### src/tvecs_pkg.sv
// Constants, command codes and byte tables of the error-check setup block.
package tvecs_pkg;

	// First bytes of the four setup commands.
	localparam logic [7:0] CMD_DISC_MODE  = 8'hF6;
	localparam logic [7:0] CMD_BIPH_MASK  = 8'hF7;
	localparam logic [7:0] CMD_HAM_LOW    = 8'hF8;
	localparam logic [7:0] CMD_HAM_HIGH   = 8'hF9;

	// Byte framing on the serial command input.
	localparam int         BYTE_BITS      = 8;
	localparam int         ID_BIT         = 7;
	localparam logic [2:0] LAST_BIT_CNT   = 3'h7;

	// Field positions in the discrimination and error-mode settings byte.
	localparam int         RUNIN_POS      = 4;
	localparam int         FRAMING_POS    = 3;
	localparam int         GDIS_POS       = 2;
	localparam int         UNCH_POS       = 1;
	localparam int         UNUSED_POS     = 0;

	// Setting widths and reset values.
	localparam logic [4:0] DISC_RESET     = 5'h00;
	localparam logic [5:0] BIPH_RESET     = 6'h00;
	localparam logic [6:0] HAMLO_RESET    = 7'h00;
	localparam logic [5:0] HAMHI_RESET    = 6'h00;

	// Acquisition modes.
	localparam logic [3:0] MODE_VPS       = 4'h0;
	localparam logic [3:0] MODE_PDC       = 4'h1;
	localparam logic [3:0] MODE_HDR1      = 4'h4;
	localparam logic [3:0] MODE_HDR2      = 4'h5;
	localparam logic [3:0] MODE_HDR3      = 4'h6;
	localparam logic [3:0] MODE_STAT1     = 4'h8;
	localparam logic [3:0] MODE_STAT4     = 4'hB;

	// Byte numbers that the masks and the unused ranges refer to.
	localparam logic [5:0] VPS_BYTE_SOLO  = 6'h05;
	localparam logic [5:0] VPS_MASK_LO    = 6'h0B;
	localparam logic [5:0] VPS_MASK_HI    = 6'h0F;
	localparam logic [5:0] PDC_MASK_LO    = 6'h0D;
	localparam logic [5:0] HAM_SPAN       = 6'h0D;
	localparam logic [5:0] VPS_UNUSED_A   = 6'h03;
	localparam logic [5:0] VPS_UNUSED_B   = 6'h04;
	localparam logic [5:0] VPS_UNUSED_LO  = 6'h06;
	localparam logic [5:0] VPS_UNUSED_HI  = 6'h0A;
	localparam logic [5:0] PDC_UNUSED_LO  = 6'h07;
	localparam logic [5:0] PDC_UNUSED_HI  = 6'h0C;
	localparam logic [5:0] HDR_UNUSED_LO  = 6'h0E;
	localparam logic [5:0] HDR1_UNUSED_HI = 6'h25;
	localparam logic [5:0] HDR2_UNUSED_HI = 6'h1D;
	localparam logic [5:0] HDR3_UNUSED_HI = 6'h15;
	localparam logic [5:0] STAT_UNUSED_LO = 6'h07;
	localparam logic [5:0] STAT13_UNUSED  = 6'h19;
	localparam logic [5:0] STAT24_UNUSED  = 6'h23;

	// Parity byte checked by mask bit 0 in header 1..4 and status 1..4.
	localparam logic [5:0] PAR_BASE [8] = '{6'h26, 6'h16, 6'h1E, 6'h0E, 6'h1A, 6'h24, 6'h1A, 6'h24};

	typedef enum logic [2:0] {PEND_NONE, PEND_DISC, PEND_BIPH, PEND_HLO, PEND_HHI} tvecs_pend_e;

endpackage

### src/tvecs_if.sv
// Settings and acquired-byte stream passed between the decoder and the byte gate.
`timescale 1ns/1ps
interface tvecs_if;
	logic        runinSel;
	logic        framingSel;
	logic        globalCheckDisable;
	logic        uncheckedByteHandling;
	logic        unusedByteCheckOff;
	logic [5:0]  biphMask;
	logic [12:0] hamMask;
	logic [3:0]  acqMode;
	logic        byteValid;
	logic [5:0]  byteIndex;
	logic        byteError;
	logic [7:0]  byteData;
	logic        outWrite;
	logic        outError;
	logic [7:0]  outData;

	modport cfg (output runinSel, framingSel, globalCheckDisable, uncheckedByteHandling, unusedByteCheckOff,
		biphMask, hamMask, acqMode, byteValid, byteIndex, byteError, byteData,
		input outWrite, outError, outData);
	modport gate (input runinSel, framingSel, globalCheckDisable, uncheckedByteHandling, unusedByteCheckOff,
		biphMask, hamMask, acqMode, byteValid, byteIndex, byteError, byteData,
		output outWrite, outError, outData);
endinterface

### src/tvecs_byte_gate.sv
// Per-byte hold or write decision for the readout buffer.
`timescale 1ns/1ps
module tvecs_byte_gate (
	// Clock and reset
	input wire logic clk,
	input wire logic rst_n,
	// Settings and byte stream
	tvecs_if.gate    bus
);

	logic       mapped;
	logic       maskBit;
	logic       unused;
	logic       checkOn;
	logic       writeD;
	logic       errD;
	logic [5:0] parOff;

	function automatic logic isUnused(input logic [3:0] m, input logic [5:0] i);
		logic inVps;
		inVps = (i == tvecs_pkg::VPS_UNUSED_A) || (i == tvecs_pkg::VPS_UNUSED_B) ||
			(i >= tvecs_pkg::VPS_UNUSED_LO && i <= tvecs_pkg::VPS_UNUSED_HI);
		case (m)
			tvecs_pkg::MODE_VPS:  isUnused = inVps;
			tvecs_pkg::MODE_PDC:  isUnused = i >= tvecs_pkg::PDC_UNUSED_LO && i <= tvecs_pkg::PDC_UNUSED_HI;
			tvecs_pkg::MODE_HDR1: isUnused = i >= tvecs_pkg::HDR_UNUSED_LO && i <= tvecs_pkg::HDR1_UNUSED_HI;
			tvecs_pkg::MODE_HDR2: isUnused = i >= tvecs_pkg::HDR_UNUSED_LO && i <= tvecs_pkg::HDR2_UNUSED_HI;
			tvecs_pkg::MODE_HDR3: isUnused = i >= tvecs_pkg::HDR_UNUSED_LO && i <= tvecs_pkg::HDR3_UNUSED_HI;
			default: begin
				if (m >= tvecs_pkg::MODE_STAT1 && m <= tvecs_pkg::MODE_STAT4) begin
					isUnused = i >= tvecs_pkg::STAT_UNUSED_LO &&
						i <= (m[0] ? tvecs_pkg::STAT24_UNUSED : tvecs_pkg::STAT13_UNUSED);
				end else begin
					isUnused = 1'b0;
				end
			end
		endcase
	endfunction

	// Mask lookup; a mask bit of 1 turns checking off and, unless globalCheckDisable is set, uncheckedByteHandling then decides the write.
	always_comb begin
		mapped = 1'b0;
		maskBit = 1'b0;
		// Header 1 is entry zero of the parity table, so the mode is rebased before it indexes.
		parOff = bus.byteIndex - tvecs_pkg::PAR_BASE[3'(bus.acqMode - tvecs_pkg::MODE_HDR1)];
		if (bus.acqMode == tvecs_pkg::MODE_VPS) begin
			if (bus.byteIndex == tvecs_pkg::VPS_BYTE_SOLO) begin
				mapped = 1'b1;
				maskBit = bus.biphMask[0];
			end else if (bus.byteIndex >= tvecs_pkg::VPS_MASK_LO && bus.byteIndex <= tvecs_pkg::VPS_MASK_HI) begin
				mapped = 1'b1;
				maskBit = bus.biphMask[3'(bus.byteIndex - tvecs_pkg::VPS_MASK_LO) + 3'h1];
			end
		end else if (bus.acqMode == tvecs_pkg::MODE_PDC) begin
			if (bus.byteIndex >= tvecs_pkg::PDC_MASK_LO && bus.byteIndex - tvecs_pkg::PDC_MASK_LO < tvecs_pkg::HAM_SPAN) begin
				mapped = 1'b1;
				maskBit = bus.hamMask[4'(bus.byteIndex - tvecs_pkg::PDC_MASK_LO)];
			end
		end else if (bus.acqMode >= tvecs_pkg::MODE_HDR1 && bus.acqMode <= tvecs_pkg::MODE_STAT4) begin
			if (parOff < tvecs_pkg::HAM_SPAN) begin
				mapped = 1'b1;
				maskBit = bus.hamMask[parOff[3:0]];
			end
		end
		unused = isUnused(bus.acqMode, bus.byteIndex);
		checkOn = mapped ? !maskBit : (unused ? !bus.unusedByteCheckOff : 1'b1);
		if (!bus.globalCheckDisable) begin
			writeD = checkOn ? !bus.byteError : bus.uncheckedByteHandling;
		end else begin
			writeD = (mapped && !maskBit) ? !bus.byteError : 1'b1;
		end
		errD = bus.byteError && !(!bus.globalCheckDisable && !checkOn && bus.uncheckedByteHandling &&
			bus.acqMode == tvecs_pkg::MODE_VPS);
	end

	always_ff @(posedge clk or negedge rst_n) begin
		if (!rst_n) begin
			bus.outWrite <= 1'b0;
			bus.outError <= 1'b0;
			bus.outData <= 8'h00;
		end else begin
			bus.outWrite <= bus.byteValid && writeD;
			bus.outError <= bus.byteValid && errD;
			if (bus.byteValid) begin
				bus.outData <= bus.byteData;
			end
		end
	end

	hold_on_error_a: assert property (@(posedge clk) disable iff (!rst_n)
		bus.byteValid && !bus.globalCheckDisable && checkOn && bus.byteError |=> !bus.outWrite)
		else $error("errored checked byte was written");
	write_all_a: assert property (@(posedge clk) disable iff (!rst_n)
		bus.byteValid && bus.globalCheckDisable && !(mapped && !maskBit) |=> bus.outWrite)
		else $error("byte not written with checking disabled");
	unchecked_byte_a: assert property (@(posedge clk) disable iff (!rst_n)
		bus.byteValid && !bus.globalCheckDisable && !checkOn |=> bus.outWrite == $past(bus.uncheckedByteHandling))
		else $error("unchecked byte handling ignored");
	errored_write_c: cover property (@(posedge clk) disable iff (!rst_n) bus.outWrite && bus.outError);

endmodule

### src/tvecs_top.sv
// Serial setup-command decoder holding the error-check settings.
`timescale 1ns/1ps
module tvecs_top (
	// Clock and reset
	input  wire logic       clk,
	input  wire logic       rst_n,
	// Serial command input
	input  wire logic       cmdSclk,
	input  wire logic       serialCmdBits,
	input  wire logic       cmdSelect_n,
	// Acquired byte stream
	input  wire logic [3:0] acqMode,
	input  wire logic       acqByteValid,
	input  wire logic [5:0] acqByteIndex,
	input  wire logic       acqByteError,
	input  wire logic [7:0] acqByteData,
	// Readout buffer write port
	output logic            bufWrite,
	output logic            bufError,
	output logic [7:0]      bufData,
	// Discrimination selects
	output logic            runinDiscrimSel,
	output logic            framingDiscrimSel
);

	////////////////////////////////////////////////////////////////////////////
	// Pin synchronisers.
	////////////////////////////////////////////////////////////////////////////

	logic [2:0] sync1_q;
	logic [2:0] sync2_q;
	logic       sclkPrev_q;
	logic       sclkRise;
	logic       selActive;

	// Index 0 clock, 1 data, 2 select; stage one feeds only stage two.
	always_ff @(posedge clk or negedge rst_n) begin
		if (!rst_n) begin
			sync1_q <= 3'h7;
			sync2_q <= 3'h7;
		end else begin
			sync1_q <= {cmdSelect_n, serialCmdBits, cmdSclk};
			sync2_q <= sync1_q;
		end
	end

	always_ff @(posedge clk or negedge rst_n) begin
		if (!rst_n) begin
			sclkPrev_q <= 1'b1;
		end else begin
			sclkPrev_q <= sync2_q[0];
		end
	end

	assign sclkRise = sync2_q[0] && !sclkPrev_q;
	assign selActive = !sync2_q[2];

	////////////////////////////////////////////////////////////////////////////
	// Byte assembly, most significant bit first.
	////////////////////////////////////////////////////////////////////////////

	logic [6:0] shift_q;
	logic [2:0] bitCnt_q;
	logic [7:0] byte_q;
	logic       byteDone_q;

	// Releasing the select drops a partial byte so the next frame starts aligned.
	always_ff @(posedge clk or negedge rst_n) begin
		if (!rst_n) begin
			shift_q <= 7'h00;
			bitCnt_q <= 3'h0;
		end else if (!selActive) begin
			bitCnt_q <= 3'h0;
		end else if (sclkRise) begin
			shift_q <= {shift_q[5:0], sync2_q[1]};
			bitCnt_q <= bitCnt_q + 3'h1;
		end
	end

	always_ff @(posedge clk or negedge rst_n) begin
		if (!rst_n) begin
			byte_q <= 8'h00;
			byteDone_q <= 1'b0;
		end else begin
			byteDone_q <= selActive && sclkRise && bitCnt_q == tvecs_pkg::LAST_BIT_CNT;
			if (selActive && sclkRise && bitCnt_q == tvecs_pkg::LAST_BIT_CNT) begin
				byte_q <= {shift_q, sync2_q[1]};
			end
		end
	end

	////////////////////////////////////////////////////////////////////////////
	// Command decoding.
	////////////////////////////////////////////////////////////////////////////

	function automatic tvecs_pkg::tvecs_pend_e cmdDecode(input logic [7:0] b);
		case (b)
			tvecs_pkg::CMD_DISC_MODE: cmdDecode = tvecs_pkg::PEND_DISC;
			tvecs_pkg::CMD_BIPH_MASK: cmdDecode = tvecs_pkg::PEND_BIPH;
			tvecs_pkg::CMD_HAM_LOW:   cmdDecode = tvecs_pkg::PEND_HLO;
			tvecs_pkg::CMD_HAM_HIGH:  cmdDecode = tvecs_pkg::PEND_HHI;
			default:                  cmdDecode = tvecs_pkg::PEND_NONE;
		endcase
	endfunction

	tvecs_pkg::tvecs_pend_e pend_q;
	logic                   isFirst;
	logic                   setWrite;

	assign isFirst = byte_q[tvecs_pkg::ID_BIT];
	assign setWrite = byteDone_q && !isFirst;

	// Other commands of the device also open with a set bit 7; they just cancel.
	always_ff @(posedge clk or negedge rst_n) begin
		if (!rst_n) begin
			pend_q <= tvecs_pkg::PEND_NONE;
		end else if (byteDone_q) begin
			case (isFirst)
				1'b1:    pend_q <= cmdDecode(byte_q);
				default: pend_q <= tvecs_pkg::PEND_NONE;
			endcase
		end
	end

	////////////////////////////////////////////////////////////////////////////
	// Setting registers.
	////////////////////////////////////////////////////////////////////////////

	logic [4:0] disc_q;
	logic [5:0] biph_q;
	logic [6:0] hamLo_q;
	logic [5:0] hamHi_q;

	always_ff @(posedge clk or negedge rst_n) begin
		if (!rst_n) begin
			disc_q <= tvecs_pkg::DISC_RESET;
		end else if (setWrite && pend_q == tvecs_pkg::PEND_DISC) begin
			disc_q <= byte_q[4:0];
		end
	end

	always_ff @(posedge clk or negedge rst_n) begin
		if (!rst_n) begin
			biph_q <= tvecs_pkg::BIPH_RESET;
		end else if (setWrite && pend_q == tvecs_pkg::PEND_BIPH) begin
			biph_q <= byte_q[5:0];
		end
	end

	always_ff @(posedge clk or negedge rst_n) begin
		if (!rst_n) begin
			hamLo_q <= tvecs_pkg::HAMLO_RESET;
		end else if (setWrite && pend_q == tvecs_pkg::PEND_HLO) begin
			hamLo_q <= byte_q[6:0];
		end
	end

	always_ff @(posedge clk or negedge rst_n) begin
		if (!rst_n) begin
			hamHi_q <= tvecs_pkg::HAMHI_RESET;
		end else if (setWrite && pend_q == tvecs_pkg::PEND_HHI) begin
			hamHi_q <= byte_q[5:0];
		end
	end

	////////////////////////////////////////////////////////////////////////////
	// Byte gate.
	////////////////////////////////////////////////////////////////////////////

	tvecs_if link ();

	assign link.runinSel = disc_q[tvecs_pkg::RUNIN_POS];
	assign link.framingSel = disc_q[tvecs_pkg::FRAMING_POS];
	assign link.globalCheckDisable = disc_q[tvecs_pkg::GDIS_POS];
	assign link.uncheckedByteHandling = disc_q[tvecs_pkg::UNCH_POS];
	assign link.unusedByteCheckOff = disc_q[tvecs_pkg::UNUSED_POS];
	assign link.biphMask = biph_q;
	assign link.hamMask = {hamHi_q, hamLo_q};
	assign link.acqMode = acqMode;
	assign link.byteValid = acqByteValid;
	assign link.byteIndex = acqByteIndex;
	assign link.byteError = acqByteError;
	assign link.byteData = acqByteData;

	tvecs_byte_gate u_gate (
		.clk   (clk),
		.rst_n (rst_n),
		.bus   (link.gate)
	);

	assign bufWrite = link.outWrite;
	assign bufError = link.outError;
	assign bufData = link.outData;
	assign runinDiscrimSel = link.runinSel;
	assign framingDiscrimSel = link.framingSel;

	////////////////////////////////////////////////////////////////////////////
	// Checks on the setting registers.
	////////////////////////////////////////////////////////////////////////////

	disc_write_a: assert property (@(posedge clk) disable iff (!rst_n)
		setWrite && pend_q == tvecs_pkg::PEND_DISC |=> disc_q == $past(byte_q[4:0]))
		else $error("discrimination settings not taken");

	biph_write_a: assert property (@(posedge clk) disable iff (!rst_n)
		setWrite && pend_q == tvecs_pkg::PEND_BIPH |=> biph_q == $past(byte_q[5:0]))
		else $error("bi-phase mask not taken");

	hamlo_write_a: assert property (@(posedge clk) disable iff (!rst_n)
		setWrite && pend_q == tvecs_pkg::PEND_HLO |=> hamLo_q == $past(byte_q[6:0]))
		else $error("low Hamming mask not taken");

	hamhi_write_a: assert property (@(posedge clk) disable iff (!rst_n)
		setWrite && pend_q == tvecs_pkg::PEND_HHI |=> hamHi_q == $past(byte_q[5:0]))
		else $error("high Hamming mask not taken");

	first_byte_a: assert property (@(posedge clk) disable iff (!rst_n)
		byteDone_q && isFirst |=> $stable({disc_q, biph_q, hamLo_q, hamHi_q}))
		else $error("first byte changed a setting");

	orphan_ignore_a: assert property (@(posedge clk) disable iff (!rst_n)
		setWrite && pend_q == tvecs_pkg::PEND_NONE |=> $stable({disc_q, biph_q, hamLo_q, hamHi_q}) ##1
		pend_q == tvecs_pkg::PEND_NONE)
		else $error("orphan settings byte was used");

	discrim_sel_a: assert property (@(posedge clk) disable iff (!rst_n)
		setWrite && pend_q == tvecs_pkg::PEND_DISC |=>
		runinDiscrimSel == $past(byte_q[4]) && framingDiscrimSel == $past(byte_q[3]))
		else $error("discrimination selects wrong");

	reset_clear_a: assert property (@(posedge clk)
		!rst_n |=> {disc_q, biph_q, hamLo_q, hamHi_q} == 24'h000000 || $past(rst_n))
		else $error("settings not cleared by reset");

	byte_frame_a: assert property (@(posedge clk) disable iff (!rst_n)
		byteDone_q |-> $past(bitCnt_q) == tvecs_pkg::LAST_BIT_CNT)
		else $error("byte completed off the eighth bit");

	disc_cmd_c: cover property (@(posedge clk) disable iff (!rst_n)
		setWrite && pend_q == tvecs_pkg::PEND_DISC);
	ham_cmd_c: cover property (@(posedge clk) disable iff (!rst_n)
		setWrite && pend_q == tvecs_pkg::PEND_HHI);
	orphan_c: cover property (@(posedge clk) disable iff (!rst_n)
		setWrite && pend_q == tvecs_pkg::PEND_NONE);
	parity_mode_c: cover property (@(posedge clk) disable iff (!rst_n)
		acqByteValid && acqMode >= tvecs_pkg::MODE_HDR1 ##1 bufWrite && bufError);

	////////////////////////////////////////////////////////////////////////////
	// Checks on the serial command path.
	////////////////////////////////////////////////////////////////////////////

	sel_drop_a: assert property (@(posedge clk) disable iff (!rst_n)
		!selActive |=> bitCnt_q == 3'h0)
		else $error("partial byte kept after select release");

	bit_order_a: assert property (@(posedge clk) disable iff (!rst_n)
		byteDone_q |-> byte_q[0] == $past(sync2_q[1]))
		else $error("last serial bit not placed in bit zero");

	disc_pend_a: assert property (@(posedge clk) disable iff (!rst_n)
		byteDone_q && byte_q == tvecs_pkg::CMD_DISC_MODE |=> pend_q == tvecs_pkg::PEND_DISC)
		else $error("discrimination command not opened");

	biph_pend_a: assert property (@(posedge clk) disable iff (!rst_n)
		byteDone_q && byte_q == tvecs_pkg::CMD_BIPH_MASK |=> pend_q == tvecs_pkg::PEND_BIPH)
		else $error("bi-phase mask command not opened");

	hamlo_pend_a: assert property (@(posedge clk) disable iff (!rst_n)
		byteDone_q && byte_q == tvecs_pkg::CMD_HAM_LOW |=> pend_q == tvecs_pkg::PEND_HLO)
		else $error("low Hamming mask command not opened");

	hamhi_pend_a: assert property (@(posedge clk) disable iff (!rst_n)
		byteDone_q && byte_q == tvecs_pkg::CMD_HAM_HIGH |=> pend_q == tvecs_pkg::PEND_HHI)
		else $error("high Hamming mask command not opened");

	// Any byte outside the four command codes, settings bytes included, must leave nothing pending.
	pend_cancel_a: assert property (@(posedge clk) disable iff (!rst_n)
		byteDone_q && (byte_q < tvecs_pkg::CMD_DISC_MODE || byte_q > tvecs_pkg::CMD_HAM_HIGH) |=>
		pend_q == tvecs_pkg::PEND_NONE)
		else $error("pending command not cancelled");

	settings_hold_a: assert property (@(posedge clk) disable iff (!rst_n)
		!setWrite |=> $stable({disc_q, biph_q, hamLo_q, hamHi_q}))
		else $error("setting changed without a settings byte");

	////////////////////////////////////////////////////////////////////////////
	// Checks on the readout path.
	////////////////////////////////////////////////////////////////////////////

	// These watch only pins and settings, so a broken mask lookup in the gate still trips them.
	write_pulse_a: assert property (@(posedge clk) disable iff (!rst_n)
		bufWrite |-> $past(acqByteValid))
		else $error("buffer write without an offered byte");

	error_pulse_a: assert property (@(posedge clk) disable iff (!rst_n)
		bufError |-> $past(acqByteValid && acqByteError))
		else $error("error bit without an errored byte");

	data_follow_a: assert property (@(posedge clk) disable iff (!rst_n)
		acqByteValid |=> bufData == $past(acqByteData))
		else $error("offered byte not passed to the buffer");

	data_hold_a: assert property (@(posedge clk) disable iff (!rst_n)
		!acqByteValid |=> $stable(bufData))
		else $error("buffer data moved between bytes");

	disabled_write_a: assert property (@(posedge clk) disable iff (!rst_n)
		acqByteValid && link.globalCheckDisable && !acqByteError |=> bufWrite)
		else $error("clean byte held with checking disabled");

	vps_err_clear_a: assert property (@(posedge clk) disable iff (!rst_n)
		acqByteValid && acqMode == tvecs_pkg::MODE_VPS && acqByteIndex == tvecs_pkg::VPS_BYTE_SOLO &&
		biph_q[0] && !link.globalCheckDisable && link.uncheckedByteHandling |=> !bufError)
		else $error("error bit not cleared on a written VPS byte");

	vps_mask_hold_a: assert property (@(posedge clk) disable iff (!rst_n)
		acqByteValid && acqMode == tvecs_pkg::MODE_VPS && acqByteIndex == tvecs_pkg::VPS_MASK_HI &&
		!biph_q[5] && !link.globalCheckDisable && acqByteError |=> !bufWrite)
		else $error("errored byte 15 written with its check on");

	pdc_mask_write_a: assert property (@(posedge clk) disable iff (!rst_n)
		acqByteValid && acqMode == tvecs_pkg::MODE_PDC && acqByteIndex == tvecs_pkg::PDC_MASK_LO &&
		hamLo_q[0] && !link.globalCheckDisable |=> bufWrite == $past(link.uncheckedByteHandling))
		else $error("unchecked byte 13 handling wrong");

	unused_hold_a: assert property (@(posedge clk) disable iff (!rst_n)
		acqByteValid && acqMode == tvecs_pkg::MODE_PDC && acqByteIndex == tvecs_pkg::PDC_UNUSED_LO &&
		!link.unusedByteCheckOff && !link.globalCheckDisable && acqByteError |=> !bufWrite)
		else $error("errored unused byte written with its check on");

endmodule
### config.mk
export PLATFORM = sky130hd
export DESIGN_NAME = tvecs_top
export DESIGN_NICKNAME = d
export VERILOG_FILES = /design/src/tvecs_pkg.sv /design/src/tvecs_if.sv /design/src/tvecs_byte_gate.sv /design/src/tvecs_top.sv
export SDC_FILE = /design/constraint.sdc
export NUM_CORES = 1
export LEC_CHECK = 0
export BUFFER_PORTS_ARGS = -buffer_cell sky130_fd_sc_hd__buf_2
export CAP_MARGIN = 20
export CELL_PAD_IN_SITES_DETAIL_PLACEMENT = 1
export CELL_PAD_IN_SITES_GLOBAL_PLACEMENT = 2
export CORE_MARGIN = 2
export CORE_UTILIZATION = 43
export DETAILED_ROUTE_END_ITERATION = 6
export PLACE_DENSITY = 0.92
export SLEW_MARGIN = 30
export SYNTH_ARGS = -nofsm -noshare
export SYNTH_HDL_FRONTEND = slang
export SYNTH_SLANG_ARGS = --single-unit
### constraint.sdc
create_clock -name clk -period 3.1 [get_ports clk]
set_input_delay 0.93 -clock clk [delete_from_list [all_inputs] [get_ports clk]]
set_output_delay 0.93 -clock clk [all_outputs]
set_load 0.01 [all_outputs]
==> summary.txt <==
Outcome
  • Run status: complete, no violations

Drt
  • Remaining antenna violation count: 0
  • First-pass DRT Iterations: 2
  • Total wire length: 8790 um
  • Post-detailed-route via-to-cell ratio: 5.53
  • Initial DRC Count: 48
  • Post-route DRC: 0
  • Average wire per standard cell: 18.5 um
  • Total number of vias: 2632

Yosys
  • Post-synth top flop: sky130_fd_sc_hd__dfrtp_1
  • Syn avg cell area: 12.0 um2
  • Area of the mapped netlist: 3550 um2
  • Synthesized netlist net count: 347
  • #FFs+latches synth: 63
  • Syn. warnings: 0
  • Synthesized netlist cell count: 296
  • Number of different library cells in the post-synthesis netlist: 58
  • Proportion of synthesized chip area in sequential cells: 44.6%
  • Count of flip-flops with a built-in enable after synthesis: 0
  • Proportion of register bits with asynchronous set or reset after synthesis: 100%

Final layout
  • Most common library cell in the layout ignoring fill and taps: sky130_fd_sc_hd__dfrtp_1
  • # diodes: 0
  • Finished Core Util: 53.4%
  • Area growth from synthesis to final layout: 21.6%
  • Layout Cells excl Fill: 476
  • Number of nets at the end of the flow: 417
  • Highest-count cells in the layout ignoring fill and taps: sky130_fd_sc_hd__dfrtp_1 (56), sky130_fd_sc_hd__mux2_2 (46), sky130_fd_sc_hd__buf_2 (33), sky130_fd_sc_hd__buf_4 (32), sky130_fd_sc_hd__ha_1 (24)
  • Share of final-layout standard cells stronger than drive strength 1: 41.8%

Power and ir drop
  • VDD IR-drop max: 0.000534 V
  • Static leakage power: 0.00206 uW
  • Total chip power: 1960 uW
  • Total power density per cell area: 455 nW/um2

Run
  • Max-Cap Viols: 0

Setup path
  • Worst Path Class, Setup: input pin to flip-flop
  • Critical path peak fanout: 5
  • Register-to-register path setup slack: 0.98 ns
  • Reg2reg end: byte_q[2]
  • Kind of launch point of the worst setup path: input pin
  • Endpoint of the most critical setup path: u_gate.bus.outWrite
  • Arrival time at the worst endpoint: 3.31 ns
  • Required time of the critical path: 3.34 ns
  • Worst setup EP type: flip-flop
  • Critical register-to-register path startpoint: sync2_q[0]
  • Source of the critical timing path: acqByteIndex[1]
  • Depth of the worst register-to-register path: 4

Placement
  • Total half-perimeter wirelength after legalization and detailed placement: 6620 um
  • Setup slack at placement: -0.440 ns
  • Final weighted congestion in routability-driven placement: 0.798
  • Placed Cells incl. Taps: 458
  • Port-buffer cells: 36

STA
  • Final Cycle Share: 99.0%
  • Total setup violations reported at the end of the flow: 0
  • Post-Route Setup TNS: 0 ns
  • Final Worst Setup Slack: 0.0302 ns
  • Skew final: 0.0141 ns
  • Unrepaired setup endpoints after global routing: yes
  • Min Tclk post-route: 3.07 ns
  • Worst-Margin Slew: 0.589 ns
  • Hold Vio Cnt, Final: 0
  • Fmax: 326 MHz
  • Relative slew margins: 60.4%
  • Pins Over Slew Limit: 0

Hold path
  • Class of the most critical hold timing path: flip-flop to flip-flop

Clock network
  • CTS H-tree depth: 3
  • Count of clock tree sinks: 63
  • Maximum buffer depth of the clock tree: 2
  • TritonCTS buffer count: 9
  • Skew-Pair Late Insertion Delay: 0.34 ns
  • Clock tree from TritonCTS: yes
  • Clock Tree Root: sky130_fd_sc_hd__clkbuf_8
  • Clock-pin slew on the worst setup and hold paths: 0.07 ns

Floorplan
  • Row count: 33
  • Width of the die: 94.9 um
  • Initial core utilization: 43.9%
  • Die area: 9000 um2
  • Overall die height: 94.9 um
  • Number of I/O pins: 37
  • Placeable core region: 8090 um2

Global routing
  • Via count of the first global-routing pass: 2846
  • Sum of overflow across all layers after global routing: 0
  • Met2 Use GR: 39.7%
  • Number of antenna violations at the first check in global routing: 0
  • Most Crowded Layer GR: met2
  • Met3 global-route usage: 2.95%
  • Pin count of the biggest net entering global routing: 38
  • First-pass GRT wire length: 14400 um
  • Routing usage on met1: 24.3%
  • All-layer global routing usage: 21.0%
[flip-flops by register name (all words and copies together), names as in the netlist, 5 cells and up]
name	count
hamHi_q	6
disc_q	5
byte_q	8
hamLo_q	7
shift_q	7
u_gate.bus.outData	8
biph_q	6
[through the flow]
step / instance area, um2 / hold WS, ns
finish: 4320 / 0.357
global placement: 4050 / 0.347
CTS: 4280 / 0.359
detailed placement: 4050 / 0.349
floorplan: 3560 / 0.345
global route: 4320 / 0.364
[cell type report]
cell class                      instances  area, um2
Inverter                               17       72.6
Sequential cell                        63       1590
Clock inverter                          1       30.0
Fill cell                             894       3770
Multi-Input combinational cell        206       1870
Tap cell                              105        131
Timing Repair Buffer                   69        467
Clock buffer                           15        166
[synthesized netlist by cell type, drive strengths merged (3+ instances only)]
cell	count	area (um2)
mux2i	10	100
nand3	9	45.0
buf	3	23.8
dfrtp	56	1400
nand4	5	31.3
dfstp	7	184
nand2	11	48.8
mux4	5	113
a21o	3	22.5
nand2b	4	25.0
nor3	5	25.0
o22ai	5	31.3
and3	4	26.3
mux2	46	518
or4	3	22.5
o21ai	5	25.0
a21oi	8	40.0
xor2	3	26.3
inv	17	63.8
clkbuf	7	46.3
xnor2	4	35.0
ha	25	313
nor2	14	52.6
[worst max-delay path: stages]
cell	delay, ns
sky130_fd_sc_hd__buf_8	0.10
sky130_fd_sc_hd__clkinvlp_4	0.09
sky130_fd_sc_hd__ha_4	0.14
sky130_fd_sc_hd__inv_4	0.04
sky130_fd_sc_hd__fa_2	0.65
sky130_fd_sc_hd__mux4_2	0.51
sky130_fd_sc_hd__nand2_1	0.07
sky130_fd_sc_hd__and4b_1	0.21
sky130_fd_sc_hd__a211oi_2	0.06
sky130_fd_sc_hd__a2bb2oi_2	0.17
sky130_fd_sc_hd__o31ai_2	0.09
sky130_fd_sc_hd__a221oi_2	0.25
[routing by layer]
| layer | wire length (um) | vias to the layer above |
|---|---|---|
| met5 | 0 | - |
| met4 | 129 | 0 |
| met3 | 198 | 10 |
| met2 | 4870 | 34 |
| met1 | 3590 | 1353 |
| li1 | - | 1235 |
[how the worst min path moves through the flow]
stage,from,to,slack [ns],cells after the start
floorplan,sync1_q[0],sync2_q[0],0.35,0
global placement,sync1_q[2],sync2_q[2],0.35,0
detailed placement,sync1_q[2],sync2_q[2],0.35,0
CTS,sync1_q[2],sync2_q[2],0.36,0
global route,sync1_q[0],sync2_q[0],0.36,0
finish,sync1_q[0],sync2_q[0],0.36,0
[where the power goes]
| part | switching [uW] | internal [uW] | leakage (uW) |
|---|---|---|---|
| sequential | 35.9 | 882 | 0.000824 |
| clock | 291 | 417 | 0.0000979 |
| combinational | 167 | 171 | 0.00114 |
| total | 494 | 1470 | 0.00206 |
[cells by family after synthesis]
logic type | count (synthesis) | synth area share, %
adder cells (fa/ha/maj) | 26 | 9.37
XOR/XNOR | 7 | 1.73
buffers and inverters | 27 | 3.77
flip-flops | 63 | 44.6
multiplexers | 61 | 20.6
AO/OA/AOI/OAI | 43 | 9.12
AND/OR/NAND/NOR | 69 | 10.8
[repair_timing]
| item | in CTS | in global routing |
|---|---|---|
| pin swaps | 7 | 8 |
| setup endpoints to repair | 2 | 2 |
| resized for setup | 8 | 10 |
| hold buffers | 0 | 0 |
| endpoints found under the hold margin | 0 | 0 |
| buffers inserted | 1 | 1 |
No activity file was read; power rests on OpenSTA's default activity.
